[config.mk]
export PLATFORM = sky130hd
export DESIGN_NAME = scmc_ctrl
export DESIGN_NICKNAME = d
export VERILOG_FILES = /design/src/scmc_clk_gate.v /design/src/scmc_ctrl.v
export VERILOG_INCLUDE_DIRS = /design/src
export SDC_FILE = /design/constraint.sdc
export NUM_CORES = 1
export LEC_CHECK = 0
export BUFFER_PORTS_ARGS = -buffer_cell sky130_fd_sc_hd__buf_2
export CORE_MARGIN = 2
export CORE_UTILIZATION = 30
export CTS_BUF_LIST = sky130_fd_sc_hd__clkbuf_16
export DETAILED_ROUTE_END_ITERATION = 10
export GPL_TIMING_DRIVEN = 0
export PLACE_DENSITY = 0.51
export SETUP_SLACK_MARGIN = 0.02
export SYNTH_ARGS = -nofsm -noshare
export SYNTH_HDL_FRONTEND = slang
export SYNTH_HIERARCHICAL = 1
export SYNTH_SLANG_ARGS = --single-unit
[constraint.sdc]
create_clock -name clk -period 3.2 [get_ports clk]
set_clock_uncertainty 0.1 [all_clocks]
set_input_delay 0.96 -clock clk [delete_from_list [all_inputs] [get_ports clk]]
set_output_delay 0.96 -clock clk [all_outputs]
set_load 0.02 [all_outputs]
[src/scmc_map.vh]
`ifndef SCMC_MAP_VH
`define SCMC_MAP_VH
// Register byte addresses (word aligned).
`define SCMC_ADDR_MODE        4'h0
`define SCMC_ADDR_RSTF        4'h4
`define SCMC_ADDR_STAT        4'h8
// Clock mode register fields.
`define SCMC_MODE_HCS         0
`define SCMC_MODE_IDLE        1
`define SCMC_MODE_FRDY        2
`define SCMC_MODE_SRDY        3
`define SCMC_MODE_DIV_LO      5
`define SCMC_MODE_DIV_HI      7
`define SCMC_MODE_RESET       8'hC2
`define SCMC_MODE_WMASK       8'hE3
// Reset cause register fields.
`define SCMC_RSTF_WDG         0
`define SCMC_RSTF_BADTH       1
`define SCMC_RSTF_BOR         2
`define SCMC_RSTF_KEEP        7
`define SCMC_RSTF_RESET       8'h00
// Divider select codes.
`define SCMC_DIV_SLOW1        3'h1
// Oscillator settle time, counted in cycles of the oscillator.
`define SCMC_SETTLE_CYC       16'h0400
`endif

[src/scmc_clk_gate.v]
`timescale 1ns/100ps
`default_nettype none
// Enable-based glitch-free switch between two clock enable sources.
module scmc_clk_gate (
   // Clock and reset
   input  wire       clk,
   input  wire       resetn,
   // Source request
   input  wire       want_fast,
   input  wire       fast_en,
   input  wire       slow_en,
   // Selected source
   output reg        fast_sel_ff,
   output wire       sys_en
);
   reg             nxt_fast_sel;

   // Switch only when both sources are between pulses, so no partial pulse passes.
   always @* begin
      nxt_fast_sel = fast_sel_ff;
      if (want_fast != fast_sel_ff && !fast_en && !slow_en) begin
         nxt_fast_sel = want_fast;
      end
   end

   always @(posedge clk) begin
      if (!resetn) begin
         fast_sel_ff <= 1'b1;
      end else begin
         fast_sel_ff <= nxt_fast_sel;
      end
   end

   assign sys_en = fast_sel_ff ? fast_en : slow_en;
endmodule // scmc_clk_gate
`default_nettype wire

[src/scmc_ctrl.v]
`timescale 1ns/100ps
`default_nettype none
`include "scmc_map.vh"
module scmc_ctrl (
   // Clock and reset
   input  wire       clk,
   input  wire       resetn,
   // Avalon-MM slave
   input  wire [3:0] avs_address,
   input  wire       avs_read,
   input  wire       avs_write,
   input  wire [31:0] avs_writedata,
   input  wire [3:0] avs_byteenable,
   output wire [31:0] avs_readdata,
   output wire       avs_waitrequest,
   output wire [1:0] avs_response,
   // Oscillator ticks, one-cycle enables from the analog wrappers
   input  wire       fast_tick,
   input  wire       slow_tick,
   // CPU core
   input  wire       halt_req,
   input  wire       wake_evt,
   output wire       cpu_run,
   // Other reset and enable sources
   input  wire       brownout_evt,
   input  wire       threshold_bad,
   input  wire       watchdog_cfg_evt,
   input  wire       watchdog_enable,
   input  wire       low_volt_detect_enable,
   // Clock, bandgap and soft reset outputs
   output wire       fast_osc_enable,
   output wire       slow_osc_enable,
   output wire       system_clock_en,
   output wire       timebase_clock_en,
   output wire       aux_slow_clock_en,
   output wire       bandgap_keep,
   output wire       soft_reset_req
);
   localparam [4:0] ST_RUN   = 5'h01;
   localparam [4:0] ST_SLEEP = 5'h02;
   localparam [4:0] ST_IDLE_CLOCK_STOPPED = 5'h04;
   localparam [4:0] ST_IDLE_CLOCK_RUNNING = 5'h08;
   localparam [4:0] ST_WAKE  = 5'h10;

   // Registers.
   reg [7:0]       mode_ff;
   reg [7:0]       rstf_ff;
   reg [4:0]       state_ff;
   reg [4:0]       nxt_state;
   reg [15:0]      fcnt_ff;
   reg [15:0]      scnt_ff;
   reg             frdy_ff;
   reg             srdy_ff;
   reg [5:0]       div_ff;
   reg             div_en_ff;
   reg             ack_ff;
   reg [31:0]      rdata_ff;
   reg             err_ff;
   reg [2:0]       sync_a_ff;
   reg [2:0]       sync_b_ff;
   reg             thbad_d_ff;

   wire            hcs      = mode_ff[`SCMC_MODE_HCS];
   wire            idle_on  = mode_ff[`SCMC_MODE_IDLE];
   wire [2:0]      div_sel  = mode_ff[`SCMC_MODE_DIV_HI:`SCMC_MODE_DIV_LO];
   wire            keep_sys = rstf_ff[`SCMC_RSTF_KEEP];
   wire            bo_s     = sync_b_ff[0];
   wire            th_s     = sync_b_ff[1];
   wire            wd_s     = sync_b_ff[2];
   wire            access   = avs_read | avs_write;

   // Returns the fast divider mask: output pulses when counter bits are all ones.
   function [5:0] div_mask;
      input [2:0] sel;
      begin
         case (sel)
            3'h2:    div_mask = 6'h3F;
            3'h3:    div_mask = 6'h1F;
            3'h4:    div_mask = 6'h0F;
            3'h5:    div_mask = 6'h07;
            3'h6:    div_mask = 6'h03;
            3'h7:    div_mask = 6'h01;
            default: div_mask = 6'h00;
         endcase
      end
   endfunction

   // Source choice.
   wire use_fast = hcs | (div_sel > `SCMC_DIV_SLOW1);
   wire fast_sel;
   wire sel_en;

   // Fast oscillator runs only when chosen, and not in sleep or clock-stopped idle.
   assign fast_osc_enable = use_fast &
                            ((state_ff == ST_RUN) | (state_ff == ST_IDLE_CLOCK_RUNNING) |
                             (state_ff == ST_WAKE));
   // Slow oscillator stays on in every mode except sleep without a user.
   assign slow_osc_enable = (state_ff != ST_SLEEP) | low_volt_detect_enable |
                            watchdog_enable;

   wire fast_live = fast_tick & fast_osc_enable;
   wire slow_live = slow_tick & slow_osc_enable;

   // Divided fast clock.
   always @(posedge clk) begin
      if (!resetn) begin
         div_ff    <= 6'h00;
         div_en_ff <= 1'b0;
      end else begin
         div_en_ff <= 1'b0;
         if (fast_live) begin
            div_ff    <= div_ff + 6'h01;
            div_en_ff <= ((div_ff & div_mask(div_sel)) == div_mask(div_sel));
         end
      end
   end

   wire fast_src_en = hcs ? fast_live : div_en_ff;

   scmc_clk_gate u_gate (
      .clk         (clk),
      .resetn      (resetn),
      .want_fast   (use_fast),
      .fast_en     (fast_src_en),
      .slow_en     (slow_live),
      .fast_sel_ff (fast_sel),
      .sys_en      (sel_en)
   );

   // CPU and peripheral clock gating per mode.
   wire sys_on = (state_ff == ST_RUN) | (state_ff == ST_IDLE_CLOCK_RUNNING);
   assign system_clock_en   = sel_en & sys_on;
   assign cpu_run           = (state_ff == ST_RUN);
   assign timebase_clock_en = slow_live & (state_ff != ST_SLEEP);
   assign aux_slow_clock_en = slow_live;
   assign bandgap_keep      = low_volt_detect_enable;
   assign soft_reset_req    = th_s;

   // Power mode machine.
   always @* begin
      case (state_ff)
         ST_RUN: begin
            if (halt_req) begin
               if (!idle_on) begin
                  nxt_state = ST_SLEEP;
               end else if (keep_sys) begin
                  nxt_state = ST_IDLE_CLOCK_RUNNING;
               end else begin
                  nxt_state = ST_IDLE_CLOCK_STOPPED;
               end
            end else begin
               nxt_state = ST_RUN;
            end
         end
         ST_SLEEP, ST_IDLE_CLOCK_STOPPED, ST_IDLE_CLOCK_RUNNING: begin
            nxt_state = wake_evt ? ST_WAKE : state_ff;
         end
         ST_WAKE: begin
            // Resume once the required oscillator has settled.
            nxt_state = (use_fast ? frdy_ff : srdy_ff) ? ST_RUN : ST_WAKE;
         end
         default: nxt_state = ST_RUN;
      endcase
   end

   // Settle counters and ready flags.
   always @(posedge clk) begin
      if (!resetn) begin
         state_ff <= ST_RUN;
         fcnt_ff  <= 16'h0000;
         scnt_ff  <= 16'h0000;
         frdy_ff  <= 1'b0;
         srdy_ff  <= 1'b0;
      end else begin
         state_ff <= nxt_state;
         if (!fast_osc_enable) begin
            fcnt_ff <= 16'h0000;
            frdy_ff <= 1'b0;
         end else if (fast_tick && !frdy_ff) begin
            if (fcnt_ff == `SCMC_SETTLE_CYC - 16'h0001) begin
               frdy_ff <= 1'b1;
            end
            fcnt_ff <= fcnt_ff + 16'h0001;
         end
         if (!slow_osc_enable) begin
            scnt_ff <= 16'h0000;
            srdy_ff <= 1'b0;
         end else if (slow_tick && !srdy_ff) begin
            if (scnt_ff == `SCMC_SETTLE_CYC - 16'h0001) begin
               srdy_ff <= 1'b1;
            end
            scnt_ff <= scnt_ff + 16'h0001;
         end
      end
   end

   // Event inputs from other logic sources are synchronised.
   always @(posedge clk) begin
      if (!resetn) begin
         sync_a_ff  <= 3'h0;
         sync_b_ff  <= 3'h0;
         thbad_d_ff <= 1'b0;
      end else begin
         sync_a_ff  <= {watchdog_cfg_evt, threshold_bad, brownout_evt};
         sync_b_ff  <= sync_a_ff;
         thbad_d_ff <= th_s;
      end
   end

   // Bus access: one wait cycle, then answer with waitrequest low.
   wire sel_mode = (avs_address == `SCMC_ADDR_MODE);
   wire sel_rstf = (avs_address == `SCMC_ADDR_RSTF);
   wire sel_stat = (avs_address == `SCMC_ADDR_STAT);
   wire take     = access & ack_ff;
   wire wr_mode  = take & avs_write & sel_mode & avs_byteenable[0];
   wire wr_rstf  = take & avs_write & sel_rstf & avs_byteenable[0];
   wire [7:0] wd = avs_writedata[7:0];

   always @(posedge clk) begin
      if (!resetn) begin
         mode_ff <= `SCMC_MODE_RESET;
         rstf_ff <= `SCMC_RSTF_RESET;
      end else begin
         if (wr_mode) begin
            mode_ff <= (wd & `SCMC_MODE_WMASK) | (mode_ff & ~`SCMC_MODE_WMASK);
         end
         if (wr_rstf) begin
            rstf_ff[`SCMC_RSTF_KEEP] <= wd[`SCMC_RSTF_KEEP];
         end
         // Flags clear only on a written zero, and a new event wins over the clear.
         rstf_ff[`SCMC_RSTF_BOR] <= bo_s |
            (rstf_ff[`SCMC_RSTF_BOR] & ~(wr_rstf & ~wd[`SCMC_RSTF_BOR]));
         rstf_ff[`SCMC_RSTF_BADTH] <= (th_s & ~thbad_d_ff) |
            (rstf_ff[`SCMC_RSTF_BADTH] & ~(wr_rstf & ~wd[`SCMC_RSTF_BADTH]));
         rstf_ff[`SCMC_RSTF_WDG] <= wd_s |
            (rstf_ff[`SCMC_RSTF_WDG] & ~(wr_rstf & ~wd[`SCMC_RSTF_WDG]));
         rstf_ff[6:3] <= 4'h0;
      end
   end

   always @(posedge clk) begin
      if (!resetn) begin
         ack_ff   <= 1'b0;
         rdata_ff <= 32'h0000_0000;
         err_ff   <= 1'b0;
      end else begin
         ack_ff <= access & ~ack_ff;
         if (access & ~ack_ff) begin
            err_ff <= ~(sel_mode | sel_rstf | sel_stat);
            if (sel_mode) begin
               // Ready flags come from hardware; bit 4 reads as zero.
               rdata_ff <= {24'h000000, mode_ff[7:5], 1'b0, srdy_ff, frdy_ff,
                            mode_ff[1:0]};
            end else if (sel_rstf) begin
               rdata_ff <= {24'h000000, rstf_ff[7], 4'h0, rstf_ff[2:0]};
            end else if (sel_stat) begin
               rdata_ff <= {26'h0000000, fast_sel, state_ff};
            end else begin
               rdata_ff <= 32'h0000_0000;
            end
         end
      end
   end

   assign avs_waitrequest = access & ~ack_ff;
   assign avs_readdata    = rdata_ff;
   assign avs_response    = err_ff ? 2'h2 : 2'h0;
endmodule // scmc_ctrl
`default_nettype wire

==> summary.txt, run 1 <==
Synth
  – Xor/xnor cell area share of the yosys netlist: 6.75%
  – Share of the synthesized area in the top cell type: 41.7%
  – Number of synthesized register bits: 73
  – Post-Syn Area: 3500 sq um
  – Post-synthesis mux area share: 2.71%
  – FFs w/ async S/R, synth: 0%
  – Compound-Gate Fraction of Synth Area: 13.2%
  – Gate Count Post-Synth: 410
  – Post-synthesis sequential area ratio: 41.7%
  – Top_reg_cell synth: dfxtp_1
  – Adder-cell share of the synthesized area: 1.07%
  – Synth top area cells: dfxtp_1 42%, buf_4 5.8%, o21ai_0 4.0%
  – Largest family of logic cells by synthesized area: simple AND/OR/NAND/NOR gates
  – YS warnings: 6
  – EDFF count, synth: 0
  – Count of different cell masters after synthesis: 45
  – Simple-Gate Fraction of Synth Area: 25.5%
  – Cell taking the most area after synthesis: dfxtp_1
  – Syn_area_per_cell: 8.55 sq um

Clock network
  – Clock sinks: 73
  – CTS tree: done
  – Clock Tree Buf Depth: 2
  – CTS buffer count: 9
  – Skew-Pair Late Insertion Delay: 0.34 ns
  – CTS Root Buffer Type: clkbuf_16
  – H-tree depth: 3
  – Clock Pin Slew Worst Setup and Hold Paths: 0.05 ns
  – Post-CTS Hold Buffers: 0

STA
  – RSZ-0062 raised after global routing: yes
  – Relative max-transition margin: 51.8%
  – Max Freq: 0.302 GHz
  – Tcrit/Tclk final: 103%
  – Setup ws final: -0.110 ns
  – Pin slew with the least headroom to its limit: 0.717 ns
  – Final Max Tran Viols: 0
  – Final hold viol count: 0
  – # setup viols final: 1
  – Final min period: 3.31 ns

Die
  – Die W: 112 microns
  – # IOs: 96
  – Die area: 12600 sq um
  – Die height: 112 microns
  – FP Rows: 39
  – Core outline area: 11400 sq um
  – Initial Util: 30.7%

Run
  – Max-Cap Viols: 0

Drt
  – Vias/cell: 4.72
  – DRC: 0
  – Antenna Nets Post-Route: 0
  – Vias: 3014
  – Iteration-0 DRC count of the detailed router: 143
  – Detailed Routing Iterations Pass 1: 4
  – Wirelength, routed: 8200 microns
  – WL per Instance: 12.9 microns

Place
  – Gpl congestion: 0.740
  – Post-DP HPWL: 5950 microns
  – Placed Cells: 617
  – Port Buf Inserts: 40

Power
  – Leakage: 1.79 nW
  – Maximum VDD drop: 0.321 mV
  – P per Cell Area: 513 nW/um^2

Finish
  – Multi-input logic area: 1860 sq um
  – Nets: 546
  – Flip-flop and latch area: 1470 sq um
  – Leading cell type in the layout, fill and taps excluded: dfxtp_1
  – Layout filler cell count: 1183
  – Area grow syn2layout: 25.6%
  – Layout Cells excl Fill: 638
  – Antenna diodes: 0
  – Share of cells above drive strength 1: 23.0%
  – Finished Core Util: 38.5%
  – Most frequent cells in the layout: 67 x dfxtp_1, 39 x buf_2, 38 x buf_4

Worst setup path
  – R2R depth: 11
  – Req. time, crit path: 2.14 ns
  – Critical-path cell list: or3_4 > o2111ai_4 > inv_2 > and2_4 > mux2_4 > mux2_4 > and4b_1 > buf_6
  – CP max stage delay: 0.40 ns
  – Crit-path slowest cell: or3_4
  – Worst setup SP type: flop
  – Crit path max-delay family: simple AND/OR/NAND/NOR gates
  – CP endpoint kind: primary output
  – CP max FO: 2
  – Critical Path Stages: 8
  – Crit path DAT: 2.25 ns
  – CP dominant cell by count: mux2_4
  – Crit Path Category: reg2out
  – Crit path buf inv count: 2

GRT
  – GRT Overall Usage: 13.5%
  – Pin count of the biggest net entering global routing: 13
  – Grt ovf: 0
  – Vias in the first global route: 2808
  – First-pass GRT wire length: 13600 microns
  – Initial antenna violation count: 0

Outcome
  – Status: finished with violations
  – Failing checks: negative setup slack

Worst hold path
  – Hold depth: 1
  – Min-Delay Path Class: reg2reg
==> report_power, final <==
part	total (mW)	switching, mW	internal, mW
Sequential	0.953	0.0216	0.931
Clock	1.06	0.383	0.675
Combinational	0.246	0.140	0.106
Total	2.26	0.544	1.71
==> registers in the layout (all words and copies together), names as in the netlist <==
name / flops
scnt_ff: 16
srdy_ff: 1
sync_a_ff: 3
ack_ff: 1
fcnt_ff: 16
state_ff: 5
mode_ff: 5
sync_b_ff: 3
frdy_ff: 1
err_ff: 1
thbad_d_ff: 1
u_gate/fast_sel_ff: 1
div_ff: 6
div_en_ff: 1
rstf_ff: 4
avs_readdata: 8
==> cell type report <==
cell class	count	share of cell area, %
multi-input cells	305	42.2
flip-flops and latches	73	33.4
repair buffers	51	6.71
plain buffers	37	5.51
clock buffers	9	5.12
well taps	143	4.06
clock inverters	7	1.96
inverters	13	1.11
==> cell families (layout without fill, tap and decap cells) <==
logic type	count (synthesis)	after routing
and+or+nand+nor	167	167
AOI/OAI and AO/OA	74	74
DFF	73	73
buffers and inverters	56	117
xor gates and xnor gates	27	27
muxes	9	9
adders and majority gates	3	3
other	1	25
==> worst paths after layout <==
kind,from,to,slack [ns]
worst max register to register,mode_ff[0],fcnt_ff[5],0.86
worst min register to register,sync_a_ff[2],sync_b_ff[2],0.33
worst max-delay path,mode_ff[0],system_clock_en,-0.11
worst min-delay path,sync_a_ff[2],sync_b_ff[2],0.33
==> layer usage <==
layer  routed length, microns  track usage (%)
met3                      355             3.29
met4                      155             6.26
met2                     3660             20.7
met5                        0                0
met1                     4030             18.0
==> per-stage QoR <==
stage	hold WS (ns)	power (mW)	setup slack (ns)	TNS (ns)	instance area, sq um
after detailed placement	0.326	1.19	-0.194	-0.194	3970
after global routing	0.361	2.35	-0.167	-0.167	4400
after CTS	0.339	2.29	-0.152	-0.215	4400
final	0.334	2.26	-0.110	-0.110	4400
after global placement	0.318	1.18	-0.186	-0.186	3970
after floorplan	0.312	1.12	0.0644	0	3590
==> Yosys cell counts (13+ instances only) <==
cell	instances
nand2_1	33
clkbuf_1	14
dfxtp_1	73
nand3_1	13
xor2_1	14
nand4_1	17
o21ai_0	28
nor3_1	13
a21oi_1	15
nor2_1	36
xnor2_1	13
buf_4	27
==> timing repair <==
item	CTS	global route
gates resized for setup	19	1
pin swaps	2	1
endpoints found under the setup margin	2	2
buffers inserted	10	3
Note: power is estimated with default switching activity, not from simulation.
==> run 2, diff against run 1 <==
Settings changed: TNS_END_PERCENT set to 5.
==> run 2 against run 1 <==
Net effect:
- the flow still finishes with violations (negative setup slack)
- via count grew 0.13%
- sequential power is essentially flat
- die area is the same
- hold slack is the same
- count of clock-buffer cells in the layout is the same
- flip-flop and latch count is the same
- final cell count grew 0.31%
- register-to-register slack lost 0.21 ns
- maximum frequency is essentially flat
- worst setup slack lost 0.0028 ns
- global-route usage is the same
- first-iteration DRC count shrank 4.9%
- critical path type unchanged
==> summary.txt, run 2 (same netlist as run 1, synthesis figures left out) <==
Clock network
  – CTS buffer count: 9 (unchanged)
  – Skew-Pair Late Insertion Delay: 0.34 ns (about the same)
  – Post-CTS Hold Buffers: 0 (unchanged)
  – Clock sinks: 73 (unchanged)
  – CTS Root Buffer Type: clkbuf_16
  – CTS tree: done
  – Clock Tree Buf Depth: 2 (unchanged)
  – Clock Pin Slew Worst Setup and Hold Paths: 0.05 ns (about the same)
  – H-tree depth: 3 (unchanged)

Drt
  – Iteration-0 DRC count of the detailed router: 136 (-4.9%)
  – DRC: 0 (unchanged)
  – Vias: 3018 (+0.13%)
  – Antenna Nets Post-Route: 0 (unchanged)
  – Vias/cell: 4.72 (-0.18%)
  – Wirelength, routed: 8210 microns (+0.12%)
  – WL per Instance: 12.8 microns (-0.19%)
  – Detailed Routing Iterations Pass 1: 4 (unchanged)

Worst setup path
  – Crit path DAT: 2.25 ns (about the same)
  – R2R depth: 13 (+2)
  – Worst R2R Setup Slack: 0.65 ns (-0.21 ns)
  – Crit Path Category: reg2out
  – R2r endpoint: fcnt_ff[5]
  – Req. time, crit path: 2.14 ns (about the same)
  – CP max FO: 2 (unchanged)
  – CP endpoint kind: primary output
  – Worst setup SP type: flop
  – Reg-to-Reg Start: mode_ff[0]

Worst hold path
  – Hold depth: 1 (unchanged)
  – Min-delay src: sync_a_ff[2]
  – Min-Delay Path Class: reg2reg
  – Hold worst-path end: sync_b_ff[2]

GRT
  – Grt ovf: 0 (unchanged)
  – First-pass GRT wire length: 13600 microns (unchanged)
  – Initial antenna violation count: 0 (unchanged)
  – GRT Overall Usage: 13.5% (unchanged)
  – Vias in the first global route: 2808 (unchanged)
  – Pin count of the biggest net entering global routing: 13 (unchanged)

Finish
  – Leading cell type in the layout, fill and taps excluded: dfxtp_1
  – Antenna diodes: 0 (unchanged)
  – Post-route cell area: 4420 sq um (+0.43%)
  – Most frequent cells in the layout: 67 x dfxtp_1, 39 x buf_2, 39 x buf_4
  – Area grow syn2layout: 26.1%
  – Nets: 548 (+0.37%)
  – Share of cells above drive strength 1: 23.3% (+0.31 points)

STA
  – # setup viols final: 2 (+1)
  – Tcrit/Tclk final: 104% (about the same)
  – RSZ-0062 raised after global routing: yes
  – Final min period: 3.31 ns (+0.00282 ns)
  – Relative max-transition margin: 51.8% (about the same)
  – Max Freq: 0.302 GHz (about the same)
  – Pin slew with the least headroom to its limit: 0.717 ns (-0.000209 ns)
  – Final Max Tran Viols: 0 (unchanged)
  – Final hold viol count: 0 (unchanged)
  – Setup ws final: -0.113 ns (-0.00282 ns)

Die
  – FP Rows: 39 (unchanged)
  – Core outline area: 11400 sq um (unchanged)
  – Die W: 112 microns (unchanged)
  – Initial Util: 30.7% (unchanged)
  – Die area: 12600 sq um (unchanged)
  – Die height: 112 microns (unchanged)
  – # IOs: 96 (unchanged)

Power
  – P per Cell Area: 512 nW/um^2 (-0.10%)
  – Total power: 2.26 mW (+0.32%)
  – Maximum VDD drop: 0.321 mV (about the same)
  – Leakage: 1.80 nW (+0.59%)

Place
  – Port Buf Inserts: 40 (unchanged)
  – Placed inst area: 3970 sq um (unchanged)
  – Post-DP HPWL: 5950 microns (unchanged)
  – Gpl congestion: 0.740 (unchanged)

Outcome
  – Status: finished with violations
  – Failing checks: negative setup slack

Run
  – Max-Cap Viols: 0 (unchanged)
## run 2: final cells by class
type,instances,area [sq um]
fill,1181,7000
inverter,13,48.8
clock buffer,9,225
tap,143,179
multi-input combinational,305,1860
buffer,37,243
sequential,73,1470
clock inverter,7,86.3
timing repair buffer,53,314
## run 2: layer usage
metal / vias up / wire length, microns / share of wire (%) / GRT usage, %
met5: - / 0 / 0 / 0
met4: 0 / 155 / 1.9 / 6.26
met1: 1374 / 4010 / 49 / 18.0
met2: 69 / 3670 / 45 / 20.7
li1: 1563 / - / - / -
met3: 12 / 377 / 4.6 / 3.29
## run 2: stage by stage
step	utilization (%)	hold slack [ns]	TNS, ns	std cells	worst slack, ns
2_1_floorplan	-	0.312	0	434	0.0644
3_3_place_gp	34.8	0.318	-0.186	617	-0.186
3_5_place_dp	34.8	0.326	-0.194	617	-0.194
4_1_cts	38.5	0.339	-0.215	638	-0.152
5_1_grt	38.7	0.361	-0.289	640	-0.167
6_report	38.7	0.334	-0.180	640	-0.113
## run 2: worst max-delay path by stage
stage	startpoint	to	slack (ns)
3_3_place_gp	fast_tick	system_clock_en	-0.19
6_report	mode_ff[0]	system_clock_en	-0.11
3_5_place_dp	fast_tick	system_clock_en	-0.19
5_1_grt	mode_ff[0]	system_clock_en	-0.17
4_1_cts	mode_ff[6]	system_clock_en	-0.15
2_1_floorplan	fast_tick	system_clock_en	0.06
## run 2: repair_timing
action	4_1_cts	5_1_grt
pin swaps	2	1
setup buffers	10	3
gates cloned	0	0
endpoints found under the setup margin	2	2
gates resized for setup	19	1
## run 2: report_power, final
group	switching [mW]	internal, mW	leakage [nW]
combinational	0.142	0.112	1.05
sequential	0.0216	0.931	0.592
clock	0.382	0.675	0.158
## run 2: critical path, cell delays in order (launching register included)
cell and delay [ns]:
dfxtp_2 0.31, or3_4 0.40, o2111ai_4 0.13, inv_2 0.06, and2_4 0.16, mux2_4 0.26
mux2_4 0.25, and4b_1 0.20, buf_6 0.14
==> run 3, diff against run 2 <==
Settings changed: REMOVE_ABC_BUFFERS set to 1.
==> run 3 against run 2 <==
Net effect:
- the flow still finishes with violations (negative setup slack)
- global-route usage fell by 1.3 points
- sequential share of layout area is 2.7 points higher
- hold slack is essentially flat
- flip-flop and latch count did not move
- utilization shrank 2.9 points
- critical path type unchanged
- largest power group is now sequential cells
==> summary.txt, run 3 (same netlist as run 1, synthesis figures left out) <==
Outcome
  – Status: finished with violations
  – Failing checks: negative setup slack

Worst setup path
  – Crit path DAT: 2.30 ns (+0.05 ns)
  – CP max FO: 4 (+2)
  – Worst R2R Setup Slack: 1.21 ns (+0.56 ns)
  – R2R depth: 8 (-5)
  – Crit path launch: mode_ff[0]
  – Req. time, crit path: 2.14 ns (about the same)
  – Critical path endpoint: system_clock_en
  – Crit Path Category: reg2out
  – Worst setup SP type: flop
  – Reg-to-Reg Start: mode_ff[0]
  – CP endpoint kind: primary output
  – R2r endpoint: u_gate/fast_sel_ff

Clock network
  – CTS Root Buffer Type: clkbuf_16
  – CTS tree: done
  – Clock Pin Slew Worst Setup and Hold Paths: 0.06 ns (about the same)
  – CTS buffer count: 9 (unchanged)
  – Clock Tree Buf Depth: 2 (unchanged)
  – Skew-Pair Late Insertion Delay: 0.33 ns (about the same)
  – H-tree depth: 3 (unchanged)
  – Clock sinks: 73 (unchanged)

Place
  – Gpl congestion: 0.775 (+4.7%)
  – Post-DP HPWL: 5200 microns (-13%)
  – Port Buf Inserts: 41 (+2.5%)

Die
  – Die height: 112 microns (unchanged)
  – Die area: 12600 sq um (unchanged)
  – Die W: 112 microns (unchanged)
  – # IOs: 96 (unchanged)
  – FP Rows: 39 (unchanged)
  – Initial Util: 30.7% (unchanged)
  – Core outline area: 11400 sq um (unchanged)

STA
  – # setup viols final: 1 (-1)
  – Setup ws final: -0.162 ns (-0.0485 ns)
  – Max Freq: 0.297 GHz (-1.4%)
  – Final Max Tran Viols: 0 (unchanged)
  – Relative max-transition margin: 50.7% (-1.1 points)
  – Final min period: 3.36 ns (+0.0485 ns)
  – RSZ-0062 raised after global routing: yes
  – Final hold viol count: 0 (unchanged)
  – Tcrit/Tclk final: 105% (+1.5 points)
  – Pin slew with the least headroom to its limit: 0.739 ns (+0.0221 ns)
  – Hold_ws: 0.334 ns (+0.000130 ns)

Drt
  – Vias/cell: 4.82 (+2.3%)
  – Vias: 2880 (-4.6%)
  – Iteration-0 DRC count of the detailed router: 87 (-36%)
  – Detailed Routing Iterations Pass 1: 4 (unchanged)
  – WL per Instance: 12.6 microns (-1.6%)
  – Wirelength, routed: 7540 microns (-8.2%)
  – Antenna Nets Post-Route: 0 (unchanged)
  – DRC: 0 (unchanged)

Finish
  – Nets: 505 (-7.8%)
  – Layout filler cell count: 1186 (+0.42%)
  – Flip-flop and latch area: 1470 sq um (about the same)
  – Multi-input logic area: 1860 sq um (+0.20%)
  – Area grow syn2layout: 16.6%
  – Share of cells above drive strength 1: 18.1% (-5.3 points)
  – Antenna diodes: 0 (unchanged)
  – Most frequent cells in the layout: 68 x dfxtp_1, 40 x buf_2, 36 x nor2_1
  – Leading cell type in the layout, fill and taps excluded: dfxtp_1

Power
  – P per Cell Area: 505 nW/um^2 (-1.4%)
  – Total power: 2.06 mW (-8.9%)
  – Leakage: 1.58 nW (-13%)
  – Maximum VDD drop: 0.286 mV (-11%)

GRT
  – First-pass GRT wire length: 12500 microns (-8.0%)
  – Grt ovf: 0 (unchanged)
  – Initial antenna violation count: 0 (unchanged)
  – Pin count of the biggest net entering global routing: 48 (+35)
  – GRT Overall Usage: 12.2% (-1.3 points)
  – Vias in the first global route: 2646 (-5.8%)

Run
  – Max-Cap Viols: 0 (unchanged)

Worst hold path
  – Min-Delay Path Class: reg2reg
[run 3: final cells by class]
type / instances / area share [%]
well taps: 143 / 4.38
repair buffers: 47 / 6.28
clock buffers: 9 / 5.51
multi-input cells: 305 / 45.5
inverters: 13 / 1.19
flip-flops and latches: 73 / 36.0
clock inverters: 7 / 1.16
[run 3: routing by layer]
| metal | share of wire [%] | up-vias | global-route usage (%) |
|---|---|---|---|
| met5 | 0 | - | 0 |
| met4 | 1.2 | 0 | 4.15 |
| li1 | - | 1467 | - |
| met2 | 46 | 64 | 19.4 |
| met3 | 4.0 | 10 | 3.40 |
| met1 | 48 | 1339 | 16.0 |
[run 3: how the worst min path moves through the flow]
stage                     cells past startpoint    startpoint      endpoint
after floorplan                               1  sync_a_ff[0]  sync_b_ff[0]
after global placement                        1  sync_a_ff[0]  sync_b_ff[0]
after detailed placement                      1  sync_a_ff[1]  sync_b_ff[1]
after CTS                                     1  sync_a_ff[1]  sync_b_ff[1]
after global routing                          1  sync_a_ff[0]  sync_b_ff[0]
final                                         1  sync_a_ff[1]  sync_b_ff[1]
[run 3: where the power goes]
group | leakage [nW] | switching [mW] | internal [mW]
combinational | 0.862 | 0.127 | 0.0687
clock | 0.121 | 0.394 | 0.521
sequential | 0.593 | 0.0223 | 0.930
[run 3: stage by stage]
| step | setup slack, ns | TNS [ns] | cell area (sq um) | std cells | util, % |
|---|---|---|---|---|---|
| after floorplan | 0.0761 | 0 | 3330 | 391 | - |
| after global placement | -0.177 | -0.353 | 3710 | 575 | 32.5 |
| after detailed placement | -0.222 | -0.407 | 3710 | 575 | 32.5 |
| after CTS | -0.169 | -0.169 | 4060 | 594 | 35.6 |
| after global routing | -0.236 | -0.236 | 4090 | 597 | 35.8 |
| final | -0.162 | -0.162 | 4090 | 597 | 35.8 |
[run 3: repair_timing]
| action | CTS | global route |
|---|---|---|
| hold buffers | 0 | 0 |
| endpoints found under the setup margin | 2 | 1 |
| gates resized for setup | 14 | 2 |
| buffers inserted | 3 | 3 |
| pin swaps | 1 | 1 |
[run 3: critical path: stages, from the launching register on]
cell and delay [ns]:
dfxtp_4 0.35, or3_4 0.40, o2111ai_4 0.13, inv_2 0.06, and2_4 0.17, mux2_4 0.26, mux2_4 0.26, and4b_1 0.21
buf_6 0.14
